## config.mk

```make
export PLATFORM = sky130hd
export DESIGN_NAME = spectral_threshold_status
export DESIGN_NICKNAME = d
export VERILOG_FILES = /design/src/inc/threshold_pkg.sv /design/src/inc/reg_access_if.sv /design/src/logic/i2c_target.sv /design/src/logic/threshold_check.sv /design/src/logic/spectral_threshold_status.sv
export SDC_FILE = /design/constraint.sdc
export NUM_CORES = 1
export LEC_CHECK = 0
export BUFFER_PORTS_ARGS = -buffer_cell sky130_fd_sc_hd__buf_2
export CAP_MARGIN = 15
export CORE_MARGIN = 1.5
export CORE_UTILIZATION = 30
export CTS_CLUSTER_DIAMETER = 30
export DETAILED_ROUTE_END_ITERATION = 8
export GPL_TIMING_DRIVEN = 0
export PLACE_DENSITY_LB_ADDON = 0.12
export SLEW_MARGIN = 20
export SYNTH_ARGS = -nofsm -noshare
export SYNTH_HDL_FRONTEND = slang
export SYNTH_SLANG_ARGS = --single-unit
```

## constraint.sdc

```tcl
create_clock -name mclk -period 4.8 [get_ports mclk]
set_clock_uncertainty 0.15 [all_clocks]
set_input_delay 0.48 -clock mclk [delete_from_list [all_inputs] [get_ports mclk]]
set_output_delay 0.48 -clock mclk [all_outputs]
set_load 0.03 [all_outputs]
```

## src/inc/threshold_pkg.sv

```systemverilog
// Purpose: Shared constants for the spectral threshold and status block.
// Assumes: One 25 MHz core clock, synchronous active-high reset.
// Notes: Offsets are the register addresses seen by the serial host.
//
// Notes on behaviour
// - High threshold is one 16-bit value: low byte register plus high byte.
// - Both high threshold byte registers are read/write and reset to zero.
// - Selected channel above high threshold after persistence raises the event.
// - Three-bit channel select, reset 0, picks channel 0 to 4 for comparison.
// - Status bit 1 reads high while waiting for a sync pulse to start.
// - Status bit 0 reads 0 while busy and 1 once measurement is ready.
// - Interrupt flags clear on write of 1; writing 0 leaves them alone.
// - Flag bit 3 sets on a qualifying threshold event when enabled.
// - Flag bit 2 sets while FIFO level meets threshold; re-arms on new data.
// - Flag bit 1 marks calibration, bit 0 system events; both reset 0.
// - Second status bit 6 sets when a measurement has completed.
// - Second status bit 4 shows the integration counter reached its maximum.
// - Second status bit 3 shows the analog front end saturated.
// - Third status bit 5 records an above-high-threshold cause.
// - Third status bit 4 records a below-low-threshold cause.
// - Selected channel below low threshold after persistence raises the event.
// - Excursion must persist for the set count of consecutive measurements.
// - Low threshold low byte is latched and applied with the high byte write.
package threshold_pkg;

    localparam logic [7:0] ADDR_MEAS_STATE = 8'h71;
    localparam logic [7:0] ADDR_LOW_TH_LO = 8'h84;
    localparam logic [7:0] ADDR_LOW_TH_HI = 8'h85;
    localparam logic [7:0] ADDR_HIGH_TH_LO = 8'h86;
    localparam logic [7:0] ADDR_HIGH_TH_HI = 8'h87;
    localparam logic [7:0] ADDR_IRQ_FLAGS = 8'h93;
    localparam logic [7:0] ADDR_SAT_VALID = 8'ha3;
    localparam logic [7:0] ADDR_CAUSE = 8'ha4;
    localparam logic [7:0] ADDR_CH_SEL = 8'hb5;

    localparam logic [7:0] REG_RESET = 8'h00;
    localparam logic [15:0] TH_RESET = 16'h0000;
    localparam logic [2:0] CH_SEL_RESET = 3'h0;
    localparam logic [3:0] IRQ_RESET = 4'h0;

    localparam int BIT_READY = 0;
    localparam int BIT_WAIT_SYNC = 1;
    localparam int BIT_SYS = 0;
    localparam int BIT_CAL = 1;
    localparam int BIT_FIFO = 2;
    localparam int BIT_SPEC = 3;
    localparam int BIT_FE_SAT = 3;
    localparam int BIT_CNT_SAT = 4;
    localparam int BIT_VALID = 6;
    localparam int BIT_BELOW = 4;
    localparam int BIT_ABOVE = 5;

    localparam int CH_COUNT = 5;
    localparam int CH_SEL_W = 3;
    localparam int TH_W = 16;
    localparam int PERSIST_W = 4;
    localparam int IRQ_W = 4;
    localparam logic [3:0] I2C_BITS = 4'h8;

endpackage

```

## src/inc/reg_access_if.sv

```systemverilog
// Purpose: Register access carrier between the serial target and registers.
// Assumes: All signals on mclk; wr is a one-cycle pulse.
// Notes: rdata is combinational from addr.
`timescale 1ns/1ps
interface reg_access_if;
    logic [7:0] addr;
    logic [7:0] wdata;
    logic [7:0] rdata;
    logic wr;
    modport master
    (
        output addr,
        output wdata,
        output wr,
        input rdata
    );
    modport target
    (
        input addr,
        input wdata,
        input wr,
        output rdata
    );
endinterface

```

## src/logic/i2c_target.sv

```systemverilog
// Purpose: Serial two-wire target that turns bus transfers into register
//          reads and writes with an auto-incrementing pointer.
// Assumes: scl and sda come from pins; mclk much faster than scl.
// Notes: First written byte after the address sets the pointer.
`timescale 1ns/1ps
module i2c_target
#(
    parameter logic [6:0] DEVICE_ADDR = 7'h2a
)
(
    input wire logic mclk,
    input wire logic rst,
    input wire logic scl,
    input wire logic sda_in,
    output logic sda_oe,
    reg_access_if.master bus
);

    typedef enum logic [4:0]
    {
        ST_IDLE = 5'h01,
        ST_RECV = 5'h02,
        ST_ACK = 5'h04,
        ST_SEND = 5'h08,
        ST_MACK = 5'h10
    } i2c_state_t;

    i2c_state_t state;
    logic [1:0] scl_sync;
    logic [1:0] sda_sync;
    logic scl_last;
    logic sda_last;
    logic [3:0] cnt;
    logic [7:0] shreg;
    logic [7:0] txd;
    logic [7:0] ptr;
    logic is_addr;
    logic first;
    logic rw;
    logic nack;
    logic scl_now;
    logic sda_now;
    logic scl_rise;
    logic scl_fall;
    logic start_cond;
    logic stop_cond;

    ////////////////////////////////////////////////////////////////////////
    // Pins pass two flip-flops; edges are taken from the second stage only.
    always_ff @(posedge mclk)
    begin
        if (rst)
        begin
            scl_sync <= 2'h3;
            sda_sync <= 2'h3;
            scl_last <= 1'b1;
            sda_last <= 1'b1;
        end
        else
        begin
            scl_sync <= {scl_sync[0], scl};
            sda_sync <= {sda_sync[0], sda_in};
            scl_last <= scl_sync[1];
            sda_last <= sda_sync[1];
        end
    end

    assign scl_now = scl_sync[1];
    assign sda_now = sda_sync[1];
    assign scl_rise = scl_now & ~scl_last;
    assign scl_fall = ~scl_now & scl_last;
    assign start_cond = scl_now & scl_last & sda_last & ~sda_now;
    assign stop_cond = scl_now & scl_last & ~sda_last & sda_now;
    assign bus.addr = ptr;

    ////////////////////////////////////////////////////////////////////////
    always_ff @(posedge mclk)
    begin
        bus.wr <= 1'b0;
        if (rst)
        begin
            state <= ST_IDLE;
            cnt <= 4'h0;
            shreg <= 8'h00;
            txd <= 8'h00;
            ptr <= 8'h00;
            is_addr <= 1'b0;
            first <= 1'b0;
            rw <= 1'b0;
            nack <= 1'b0;
            sda_oe <= 1'b0;
            bus.wdata <= 8'h00;
        end
        else
        begin
            // The pointer moves on the cycle after a write has used it.
            if (bus.wr)
                ptr <= ptr + 8'h01;
            if (start_cond)
            begin
                state <= ST_RECV;
                cnt <= 4'h0;
                is_addr <= 1'b1;
                sda_oe <= 1'b0;
            end
            else if (stop_cond)
            begin
                state <= ST_IDLE;
                sda_oe <= 1'b0;
            end
            else
            begin
                case (state)
                    ST_IDLE:
                    begin
                        sda_oe <= 1'b0;
                    end
                    ST_RECV:
                    begin
                        if (scl_rise)
                        begin
                            shreg <= {shreg[6:0], sda_now};
                            cnt <= cnt + 4'h1;
                        end
                        else if (scl_fall && cnt == threshold_pkg::I2C_BITS)
                        begin
                            if (is_addr)
                            begin
                                if (shreg[7:1] == DEVICE_ADDR)
                                begin
                                    rw <= shreg[0];
                                    first <= ~shreg[0];
                                    sda_oe <= 1'b1;
                                    state <= ST_ACK;
                                end
                                else
                                    state <= ST_IDLE;
                            end
                            else
                            begin
                                sda_oe <= 1'b1;
                                state <= ST_ACK;
                                if (first)
                                begin
                                    ptr <= shreg;
                                    first <= 1'b0;
                                end
                                else
                                begin
                                    bus.wdata <= shreg;
                                    bus.wr <= 1'b1;
                                end
                            end
                        end
                    end
                    ST_ACK:
                    begin
                        if (scl_fall)
                        begin
                            cnt <= 4'h0;
                            if (rw)
                            begin
                                txd <= bus.rdata;
                                sda_oe <= ~bus.rdata[7];
                                state <= ST_SEND;
                            end
                            else
                            begin
                                sda_oe <= 1'b0;
                                is_addr <= 1'b0;
                                state <= ST_RECV;
                            end
                        end
                    end
                    ST_SEND:
                    begin
                        if (scl_rise)
                            cnt <= cnt + 4'h1;
                        else if (scl_fall)
                        begin
                            if (cnt == threshold_pkg::I2C_BITS)
                            begin
                                sda_oe <= 1'b0;
                                ptr <= ptr + 8'h01;
                                state <= ST_MACK;
                            end
                            else
                            begin
                                txd <= {txd[6:0], 1'b0};
                                sda_oe <= ~txd[6];
                            end
                        end
                    end
                    ST_MACK:
                    begin
                        if (scl_rise)
                            nack <= sda_now;
                        else if (scl_fall)
                        begin
                            cnt <= 4'h0;
                            if (nack)
                                state <= ST_IDLE;
                            else
                            begin
                                txd <= bus.rdata;
                                sda_oe <= ~bus.rdata[7];
                                state <= ST_SEND;
                            end
                        end
                    end
                    default:
                    begin
                        state <= ST_IDLE;
                        sda_oe <= 1'b0;
                    end
                endcase
            end
        end
    end

endmodule

```

## src/logic/threshold_check.sv

```systemverilog
// Purpose: Compares one channel sample against the thresholds and filters
//          excursions by a consecutive-measurement count.
// Assumes: sample_valid is a one-cycle pulse per finished measurement.
// Notes: A persistence of 0 fires on the first excursion.
`timescale 1ns/1ps
module threshold_check
(
    input wire logic mclk,
    input wire logic rst,
    input wire logic sample_valid,
    input wire logic [threshold_pkg::TH_W-1:0] sample,
    input wire logic [threshold_pkg::TH_W-1:0] high_th,
    input wire logic [threshold_pkg::TH_W-1:0] low_th,
    input wire logic [threshold_pkg::PERSIST_W-1:0] persist,
    output logic above_event,
    output logic below_event
);

    logic [threshold_pkg::PERSIST_W-1:0] run;
    logic [threshold_pkg::PERSIST_W-1:0] next_run;
    logic above;
    logic below;

    assign above = sample > high_th;
    assign below = sample < low_th;
    // The run count saturates so a long excursion keeps firing.
    assign next_run = (&run) ? run : run + 1'b1;

    always_ff @(posedge mclk)
    begin
        above_event <= 1'b0;
        below_event <= 1'b0;
        if (rst)
            run <= '0;
        else if (sample_valid)
        begin
            if (above || below)
            begin
                run <= next_run;
                if (next_run >= persist)
                begin
                    above_event <= above;
                    below_event <= below;
                end
            end
            else
                run <= '0;
        end
    end

endmodule

```

## src/logic/spectral_threshold_status.sv

```systemverilog
// Purpose: Threshold registers, channel select and device status flags,
//          reached by the host over the two-wire serial bus.
// Assumes: Engine signals are on mclk; scl and sda are pins.
// Notes: Interrupt flags are write-1-to-clear; a set in the clear cycle wins.
`timescale 1ns/1ps
module spectral_threshold_status
#(
    // Bus address value is arbitrary.
    parameter logic [6:0] DEVICE_ADDR = 7'h2a
)
(
    input wire logic mclk,
    input wire logic rst,
    input wire logic scl,
    input wire logic sda_in,
    output logic sda_out,
    output logic sda_oe,
    input wire logic [threshold_pkg::CH_COUNT-1:0][15:0] channel_data,
    input wire logic measurement_ready,
    input wire logic waiting_for_sync,
    input wire logic measurement_start,
    input wire logic measurement_done,
    input wire logic counter_saturated,
    input wire logic frontend_saturated,
    input wire logic spectral_irq_enable,
    input wire logic fifo_irq_enable,
    input wire logic system_irq_enable,
    input wire logic [threshold_pkg::PERSIST_W-1:0] persistence_count,
    input wire logic [7:0] fifo_fill_level,
    input wire logic [7:0] fifo_trigger_level,
    input wire logic calibration_event,
    input wire logic system_event,
    output logic [threshold_pkg::IRQ_W-1:0] interrupt_flags,
    output logic [threshold_pkg::CH_SEL_W-1:0] threshold_channel_select
);

    reg_access_if bus ();

    logic [7:0] low_threshold_low_byte;
    logic [7:0] high_threshold_low_byte;
    logic [threshold_pkg::TH_W-1:0] low_threshold;
    logic [threshold_pkg::TH_W-1:0] high_threshold;
    logic measurement_valid;
    logic counter_sat_flag;
    logic frontend_sat_flag;
    logic above_high_cause;
    logic below_low_cause;
    logic [7:0] fifo_level_last;
    logic fifo_met_last;
    logic fifo_met;
    logic fifo_set;
    logic spec_set;
    logic above_event;
    logic below_event;
    logic sel_ok;
    logic [threshold_pkg::TH_W-1:0] sample;
    logic [threshold_pkg::IRQ_W-1:0] irq_set;
    logic [threshold_pkg::IRQ_W-1:0] irq_clr;
    logic [threshold_pkg::IRQ_W-1:0] next_irq;
    logic wr_flags;

    assign sda_out = 1'b0;

    i2c_target #(.DEVICE_ADDR(DEVICE_ADDR)) serial
    (
        .mclk(mclk),
        .rst(rst),
        .scl(scl),
        .sda_in(sda_in),
        .sda_oe(sda_oe),
        .bus(bus.master)
    );

    ////////////////////////////////////////////////////////////////////////
    // Threshold bytes. A low byte waits in its latch until the high byte
    // is written, so the comparator never sees a half-updated threshold.
    always_ff @(posedge mclk)
    begin
        if (rst)
        begin
            low_threshold_low_byte <= threshold_pkg::REG_RESET;
            high_threshold_low_byte <= threshold_pkg::REG_RESET;
            low_threshold <= threshold_pkg::TH_RESET;
            high_threshold <= threshold_pkg::TH_RESET;
        end
        else if (bus.wr)
        begin
            case (bus.addr)
                threshold_pkg::ADDR_LOW_TH_LO:
                    low_threshold_low_byte <= bus.wdata;
                threshold_pkg::ADDR_LOW_TH_HI:
                    low_threshold <= {bus.wdata, low_threshold_low_byte};
                threshold_pkg::ADDR_HIGH_TH_LO:
                    high_threshold_low_byte <= bus.wdata;
                threshold_pkg::ADDR_HIGH_TH_HI:
                    high_threshold <= {bus.wdata, high_threshold_low_byte};
                default:
                    ;
            endcase
        end
    end

    always_ff @(posedge mclk)
    begin
        if (rst)
            threshold_channel_select <= threshold_pkg::CH_SEL_RESET;
        else if (bus.wr && bus.addr == threshold_pkg::ADDR_CH_SEL)
            threshold_channel_select <= bus.wdata[threshold_pkg::CH_SEL_W-1:0];
    end

    ////////////////////////////////////////////////////////////////////////
    // Select codes above the last channel compare nothing and raise nothing.
    assign sel_ok = threshold_channel_select < 3'(threshold_pkg::CH_COUNT);
    assign sample = sel_ok ? channel_data[threshold_channel_select] : '0;

    threshold_check check
    (
        .mclk(mclk),
        .rst(rst),
        .sample_valid(measurement_done & sel_ok),
        .sample(sample),
        .high_th(high_threshold),
        .low_th(low_threshold),
        .persist(persistence_count),
        .above_event(above_event),
        .below_event(below_event)
    );

    ////////////////////////////////////////////////////////////////////////
    // FIFO flag re-arms when the level rises; an empty FIFO never sets it.
    assign fifo_met = (fifo_fill_level >= fifo_trigger_level)
        && (fifo_fill_level != 8'h00);
    assign fifo_set = fifo_irq_enable && fifo_met
        && (!fifo_met_last || fifo_fill_level > fifo_level_last);

    always_ff @(posedge mclk)
    begin
        if (rst)
        begin
            fifo_level_last <= 8'h00;
            fifo_met_last <= 1'b0;
        end
        else
        begin
            fifo_level_last <= fifo_fill_level;
            fifo_met_last <= fifo_met;
        end
    end

    ////////////////////////////////////////////////////////////////////////
    // Interrupt flags. Writing back what was read clears only serviced
    // events; anything that sets in the same cycle survives the clear.
    assign spec_set = spectral_irq_enable & (above_event | below_event);
    assign wr_flags = bus.wr && bus.addr == threshold_pkg::ADDR_IRQ_FLAGS;
    assign irq_clr = wr_flags ? bus.wdata[threshold_pkg::IRQ_W-1:0] : '0;

    always_comb
    begin
        irq_set = '0;
        irq_set[threshold_pkg::BIT_SPEC] = spec_set;
        irq_set[threshold_pkg::BIT_FIFO] = fifo_set;
        irq_set[threshold_pkg::BIT_CAL] = calibration_event;
        irq_set[threshold_pkg::BIT_SYS] = system_irq_enable & system_event;
        next_irq = (interrupt_flags & ~irq_clr) | irq_set;
    end

    always_ff @(posedge mclk)
    begin
        if (rst)
            interrupt_flags <= threshold_pkg::IRQ_RESET;
        else
            interrupt_flags <= next_irq;
    end

    // Cause flags follow the spectral flag: cleared with it, set first.
    always_ff @(posedge mclk)
    begin
        if (rst)
        begin
            above_high_cause <= 1'b0;
            below_low_cause <= 1'b0;
        end
        else
        begin
            if (spec_set && above_event)
                above_high_cause <= 1'b1;
            else if (irq_clr[threshold_pkg::BIT_SPEC])
                above_high_cause <= 1'b0;
            if (spec_set && below_event)
                below_low_cause <= 1'b1;
            else if (irq_clr[threshold_pkg::BIT_SPEC])
                below_low_cause <= 1'b0;
        end
    end

    ////////////////////////////////////////////////////////////////////////
    // Measurement flags hold from completion or saturation until the next start.
    always_ff @(posedge mclk)
    begin
        if (rst)
        begin
            measurement_valid <= 1'b0;
            counter_sat_flag <= 1'b0;
            frontend_sat_flag <= 1'b0;
        end
        else
        begin
            if (measurement_done)
                measurement_valid <= 1'b1;
            else if (measurement_start)
                measurement_valid <= 1'b0;
            if (counter_saturated)
                counter_sat_flag <= 1'b1;
            else if (measurement_start)
                counter_sat_flag <= 1'b0;
            if (frontend_saturated)
                frontend_sat_flag <= 1'b1;
            else if (measurement_start)
                frontend_sat_flag <= 1'b0;
        end
    end

    ////////////////////////////////////////////////////////////////////////
    // Read data; unmapped addresses and reserved bits read as zero.
    always_comb
    begin
        bus.rdata = threshold_pkg::REG_RESET;
        case (bus.addr)
            threshold_pkg::ADDR_MEAS_STATE:
            begin
                bus.rdata[threshold_pkg::BIT_READY] = measurement_ready;
                bus.rdata[threshold_pkg::BIT_WAIT_SYNC] = waiting_for_sync;
            end
            threshold_pkg::ADDR_LOW_TH_LO:
                bus.rdata = low_threshold_low_byte;
            threshold_pkg::ADDR_LOW_TH_HI:
                bus.rdata = low_threshold[15:8];
            threshold_pkg::ADDR_HIGH_TH_LO:
                bus.rdata = high_threshold_low_byte;
            threshold_pkg::ADDR_HIGH_TH_HI:
                bus.rdata = high_threshold[15:8];
            threshold_pkg::ADDR_IRQ_FLAGS:
                bus.rdata[threshold_pkg::IRQ_W-1:0] = interrupt_flags;
            threshold_pkg::ADDR_SAT_VALID:
            begin
                bus.rdata[threshold_pkg::BIT_VALID] = measurement_valid;
                bus.rdata[threshold_pkg::BIT_CNT_SAT] = counter_sat_flag;
                bus.rdata[threshold_pkg::BIT_FE_SAT] = frontend_sat_flag;
            end
            threshold_pkg::ADDR_CAUSE:
            begin
                bus.rdata[threshold_pkg::BIT_ABOVE] = above_high_cause;
                bus.rdata[threshold_pkg::BIT_BELOW] = below_low_cause;
            end
            threshold_pkg::ADDR_CH_SEL:
                bus.rdata[threshold_pkg::CH_SEL_W-1:0] = threshold_channel_select;
            default:
                bus.rdata = threshold_pkg::REG_RESET;
        endcase
    end

endmodule

```

==> flow_summary.toml, run 1 <==
[layout]
fillCellCount = 2600
final_nets = 1183
stdcell_count = 1349
syn_to_final_growth_pct = 21.3
stdcell_area_sq_mm = 0.00910
antenna_cells = 0
drive_gt1_frac = 0.192

[place]
dp_hpwl_microns = 17500
dp.cells = 1317
placed_cell_area_sq_mm = 0.00852
io_buffers = 122
gp_congestion = 0.796

[worst_setup_path]
crit_required_ns = 4.96
timing.critical_path.slowest_stage_cell = "or4_1"
cp-end-kind = "register"
crit_chain = "buf_2 > buf_1 > mux4_2 > inv_1 > o21ai_0 > ha_1 > nand4_1 > or4_1 > o311ai_2 > o21ai_2 > a32o_1"
crit_fanout = 10
cp-start-kind = "register"
slowest_delay_ns = 0.61
cp.arrival_ns = 4.47
crit_type = "register to register"

[worst_hold_path]
holdCritPathClass = "primary input to register"

[cts]
cts_setup_buffers = 0
clkSlewWorstSetupHoldPaths_ns = 0.06
tritoncts = "built"
cts-buffers-inserted = 17
cts.htree.levels = 4
clockRootBuffer = "clkbuf_16"
cts.sinks = 127
cts_buffer_depth = 2
clk-insertion-delay-late_ns = 0.42

[yosys]
ys.flop_type = "dfxtp_1"
synth_edf_count = 0
synth_top_area_share = 0.339
syn_avg_cell_area_sq_um = 8.61
ys_seq_area_frac = 0.339
synth_cell_type_count = 63
synthesis.nets = 1042
synthCells = 871
synthTopCellsByArea = "dfxtp_1 34%, mux2i_1 11%, ha_1 9.3%, nor2_1 6.3%, mux4_2 4.2%"
synthArstFlopShare = 0
synth_area_leader_cell = "dfxtp_1"
yosysWarnings = 0
ys_seq_elements = 127
synthTopCellsByCount = "127 x dfxtp_1, 126 x nor2_1, 79 x mux2i_1"
syn_area_sq_mm = 0.00750
yosysMostFrequentCell = "dfxtp_1"

[power]
p_total_w = 0.00257
ir_drop_mv = 0.234
p_leak_nw = 4.00
cellPowerDensity_mw_per_mm2 = 283

[drt]
post_drt_wl_per_cell_microns = 16.6
drtIter0Drc = 350
first_pass_iters = 5
wirelength_microns = 22400
vias_per_cell = 4.92
ant_nets = 0
vias = 6633
drc = 0

[global_route]
grt_overflow = 0
track_usage = 0.174
grt_max_degree = 17
antenna_found_initial = 0
grt_pass1_vias = 6495
grt_pass1_wl_microns = 35100

[floorplanning]
rows = 57
die_h_microns = 161
dieArea_sq_mm = 0.0260
fp.dieW_microns = 161
start_util = 0.307
core-area_sq_mm = 0.0245
ios = 124

[sta]
holdWs_ns = 0.0961
rsz0062_at_grt = "false"
setup_tns_ns = 0
max_clock_freq_mhz = 232
min_period_over_period = 0.899
setup_viol = 0
slew_headroom = 0.447
slew_violations = 0
min_period_ns = 4.31
hold_viol_final = 0
max_slew.worst_pin.slew_ns = 0.830

[job]
max_cap_viol_count = 0

[outcome]
outcome = "completed"
## per-stage QoR
step                worst slack [ns]   util
finish                         0.485  0.372
global route                   0.250  0.372
CTS                            0.142  0.372
detailed placement             0.154  0.348
global placement               0.178  0.348
floorplan                      0.826      -
## path summary, 6_finish.rpt
path / slack [ns] / end / cells after the start / from
max reg2reg: 0.49 / check.run[1] / 11 / threshold_channel_select[1]
min: 0.1 / serial.sda_sync[0] / 2 / sda_in
max: 0.49 / check.run[1] / 11 / threshold_channel_select[1]
min reg2reg: 0.26 / serial.sda_sync[1] / 1 / serial.sda_sync[0]
## placed cells by master (no fill, tap or decap), types with 4 or more instances in the layout
master,Yosys,layout
a32o_1,4,4
nor2b_1,16,16
a21oi_1,42,42
xor2_1,9,9
buf_2,9,131
and3_1,6,6
nand2b_1,7,7
o21a_1,6,6
mux2i_1,79,79
or2_2,9,9
nand3_1,25,25
ha_1,56,56
a222oi_1,5,5
nor2_1,126,126
a22oi_1,15,15
nand4_1,7,7
o21ai_0,42,42
a21o_1,6,6
nand3b_1,6,6
nor4_1,5,4
mux4_2,14,14
a22o_1,4,4
a221oi_1,10,10
o22ai_1,9,9
inv_1,70,70
xnor2_1,8,8
dfxtp_1,127,127
nand2_1,53,53
clkbuf_16,0,17
clkbuf_1,28,32
nor3_1,9,9
## flip-flops by register name, indices dropped and copies added (netlist names), 3 cells and up
| signal | count |
|---|---|
| check.run | 4 |
| fifo_level_last | 8 |
| high_threshold | 16 |
| high_threshold_low_byte | 8 |
| interrupt_flags | 4 |
| low_threshold | 16 |
| low_threshold_low_byte | 8 |
| serial.bus.addr | 8 |
| serial.bus.wdata | 8 |
| serial.cnt | 4 |
| serial.shreg | 8 |
| serial.state | 5 |
| serial.txd | 7 |
| threshold_channel_select | 3 |
## metal layers
metal  global-route usage  vias to the layer above  part of all wire
li1                     -                     3365                 -
met1                0.230                     3100              0.49
met2                0.292                      154              0.46
met3               0.0344                       14             0.041
met4               0.0408                        0             0.010
met5                    0                        -                 0
## worst max-delay path, delay by kind of cell, from the launching register on
| kind | cells | cell delay, ns |
|---|---|---|
| simple gates | 2 | 0.76 |
| flops | 1 | 0.42 |
| compound gates | 4 | 1.11 |
| fa+ha+maj | 1 | 0.37 |
| mux | 1 | 0.42 |
| buf+inv | 3 | 0.98 |
## area by class of cell
class / instances / area, sq um / share of cell area
multi-input cells: 632 / 4530 / 0.498
well taps: 324 / 405 / 0.0445
flip-flops and latches: 127 / 2540 / 0.279
clock inverters: 9 / 110 / 0.0121
plain buffers: 42 / 174 / 0.0191
repair buffers: 122 / 611 / 0.0671
inverters: 70 / 263 / 0.0289
clock buffers: 23 / 468 / 0.0514
## cells by family (layout without fill, tap and decap cells)
| kind of cell | after synthesis | after routing | synth area share |
|---|---|---|---|
| buf+inv | 112 | 266 | 0.0580 |
| fa+ha+maj | 57 | 57 | 0.0947 |
| other cells | 1 | 1 | 0.000500 |
| flops | 127 | 127 | 0.339 |
| simple gates | 298 | 298 | 0.193 |
| mux | 97 | 97 | 0.154 |
| compound gates | 162 | 162 | 0.141 |
| xor+xnor | 17 | 17 | 0.0198 |
## power by group
group / internal [W] / leakage [nW] / switching (W)
sequential: 0.00107 / 1.03 / 0.0000113
combinational: 0.000104 / 2.69 / 0.000121
clock: 0.000791 / 0.273 / 0.000477
total: 0.00196 / 4.00 / 0.000609
## timing repair
action,4_1_cts,5_1_grt
hold buffers,0,0
resized for setup,0,2
setup endpoints to repair,0,4
(Power assumes the default switching activity.)
==> inputs of run 2 (changes only) <==
Settings changed: ABC_AREA from default to 1, PLACE_DENSITY_LB_ADDON 0.12 to default.
==> run 2 against run 1 <==
  * Final cell count grew 15%
  * Core utilization grew 0.27 points
  * Total power grew 15%
  * Area after synthesis shrank 1.1%
  * Sequential share of layout area is essentially flat
  * Register-to-register slack gained 0.47 ns
==> flow_summary.toml, run 2 <==
[sta]
slew_headroom = 0.445
hold_viol_final = 0
max_clock_freq_mhz = 260
setup_viol = 0
slew_violations = 0
rsz0062_at_grt = "false"
setup_tns_ns = 0
max_slew.worst_pin.slew_ns = 0.824
layout_setup_ws_ns = 0.955
min_period_over_period = 0.801
min_period_ns = 3.84

[global_route]
antenna_found_initial = 0
grt_pass1_vias = 7191
use_met3 = 0.0325
use_met2 = 0.299
use_met1 = 0.247
grt_busiest_layer = "met2"
track_usage = 0.184
grt_pass1_wl_microns = 37300
grt_overflow = 0
grt_max_degree = 17

[floorplanning]
fp.dieW_microns = 160
die_h_microns = 160
dieArea_sq_mm = 0.0257
rows = 57
core-area_sq_mm = 0.0243
start_util = 0.305
ios = 124

[layout]
regArea_sq_mm = 0.00254
multi_input_area_sq_mm = 0.00413
antenna_cells = 0
syn_to_final_growth_pct = 22.8
drive_gt1_frac = 0.157
largest_registers = "high_threshold x16, low_threshold x16"
mostFrequentLayoutCells = "149 x nand2_1, 139 x inv_1, 128 x a21oi_1, 127 x dfxtp_1"
final_nets = 1381
layout_commonest_cell = "nand2_1"
fillCellCount = 2542

[yosys]
synthTopCellsByArea = "dfxtp_1 34%, ha_1 9.4%, a21oi_1 8.6%, nand2_1 7.5%, inv_1 7.0%"
synthTopCellsByCount = "149 x nand2_1, 139 x inv_1, 128 x a21oi_1"
ys.flop_type = "dfxtp_1"
yosysWarnings = 0
synthCells = 1070
yosysMostFrequentCell = "nand2_1"
ys_seq_area_frac = 0.342
syn_avg_cell_area_sq_um = 6.94
synth_cell_type_count = 52
syn_area_sq_mm = 0.00742
synthesis.nets = 1241
ys_seq_elements = 127
synth_area_leader_cell = "dfxtp_1"
synth_edf_count = 0
synthArstFlopShare = 0
synth_top_area_share = 0.342

[cts]
cts.htree.levels = 4
clk-insertion-delay-late_ns = 0.43
cts.sinks = 127
cts-buffers-inserted = 17
clockRootBuffer = "clkbuf_16"
cts_resized = 0
cts_buffer_depth = 2
ctsHoldBuffers = 0
clkSlewWorstSetupHoldPaths_ns = 0.06
tritoncts = "built"
cts_setup_buffers = 0

[drt]
post_drt_wl_per_cell_microns = 15.1
drtIter0Drc = 611
drc = 0
first_pass_iters = 5
vias = 7658
ant_nets = 0
wirelength_microns = 23300
vias_per_cell = 4.95

[worst_setup_path]
cp-start-kind = "register"
cp-end-kind = "register"
crit_required_ns = 4.93
cp.arrival_ns = 3.97
rr_worst_depth = 18
crit_type = "register to register"
crit_fanout = 10

[place]
pre_cts_slack_ns = 0.958
gp_congestion = 0.891
dp_hpwl_microns = 18400
io_buffers = 121

[worst_hold_path]
holdCritPathClass = "primary input to register"
hold_depth = 2

[power]
p_leak_nw = 3.91
cellPowerDensity_mw_per_mm2 = 324
ir_drop_mv = 0.259

[outcome]
outcome = "completed"

[job]
max_cap_viol_count = 0
run 2: critical path, cell delays in order, from the launching register on:
cell	delay [ns]
dfxtp_1	0.31
buf_2	0.19
buf_1	0.37
buf_1	0.46
nor2_1	0.10
nor2_1	0.09
o21ai_0	0.09
a31oi_1	0.28
ha_1	0.31
a21oi_1	0.16
nand3b_1	0.14
a21oi_1	0.09
nor3_1	0.13
a21boi_0	0.27
nand2_1	0.09
nand2_1	0.16
nand2_1	0.15
nand3_1	0.10
a21oi_1	0.06
run 2: kinds of logic after synthesis:
kind of cell | count (synthesis) | synth area share
AND/OR/NAND/NOR | 366 | 0.212
AO/OA/AOI/OAI | 312 | 0.238
buffers and inverters | 198 | 0.101
flip-flops | 127 | 0.342
adder cells (fa/ha/maj) | 56 | 0.0944
XOR/XNOR | 9 | 0.0106
other | 1 | 0.000505
multiplexers | 1 | 0.00152
run 2: power by group:
group          switching (W)  leakage (nW)  internal [W]
combinational       0.000220          2.55      0.000137
sequential         0.0000162          1.03       0.00108
clock               0.000469         0.334       0.00103
run 2: final timing paths:
kind                                from            endpoint  slack (ns)
max          threshold_channel_select[0]        check.run[2]        0.96
max reg2reg  threshold_channel_select[0]        check.run[2]        0.96
min                               sda_in  serial.sda_sync[0]        0.08
min reg2reg           serial.sda_sync[0]  serial.sda_sync[1]        0.26
run 2: cell type report:
class                           instances  share of cell area
Buffer                                 43              0.0185
Sequential cell                       127               0.279
Tap cell                              324              0.0445
Timing Repair Buffer                  121              0.0664
Multi-Input combinational cell        745               0.453
Clock inverter                         12              0.0261
Clock buffer                           20              0.0490
Inverter                              155              0.0638
run 2: per-stage QoR:
stage / cells / hold WS (ns) / cell area, sq um / power, W / utilization
final: 1547 / 0.0766 / 9120 / 0.00296 / 0.375
after global routing: 1547 / 0.0705 / 9120 / 0.00308 / 0.375
after CTS: 1547 / 0.0655 / 9120 / 0.00298 / 0.375
after detailed placement: 1515 / 0.245 / 8430 / 0.00147 / 0.347
after global placement: 1515 / 0.244 / 8430 / 0.00147 / 0.347
after floorplan: 1070 / 0.239 / 7420 / 0.00135 / -
run 2: routing by layer:
metal | vias up | share of wire | wire (microns)
li1 | 3890 | - | -
met4 | 0 | 0.016 | 369
met1 | 3493 | 0.47 | 11000
met5 | - | 0 | 0
met2 | 248 | 0.45 | 10600
met3 | 27 | 0.062 | 1440
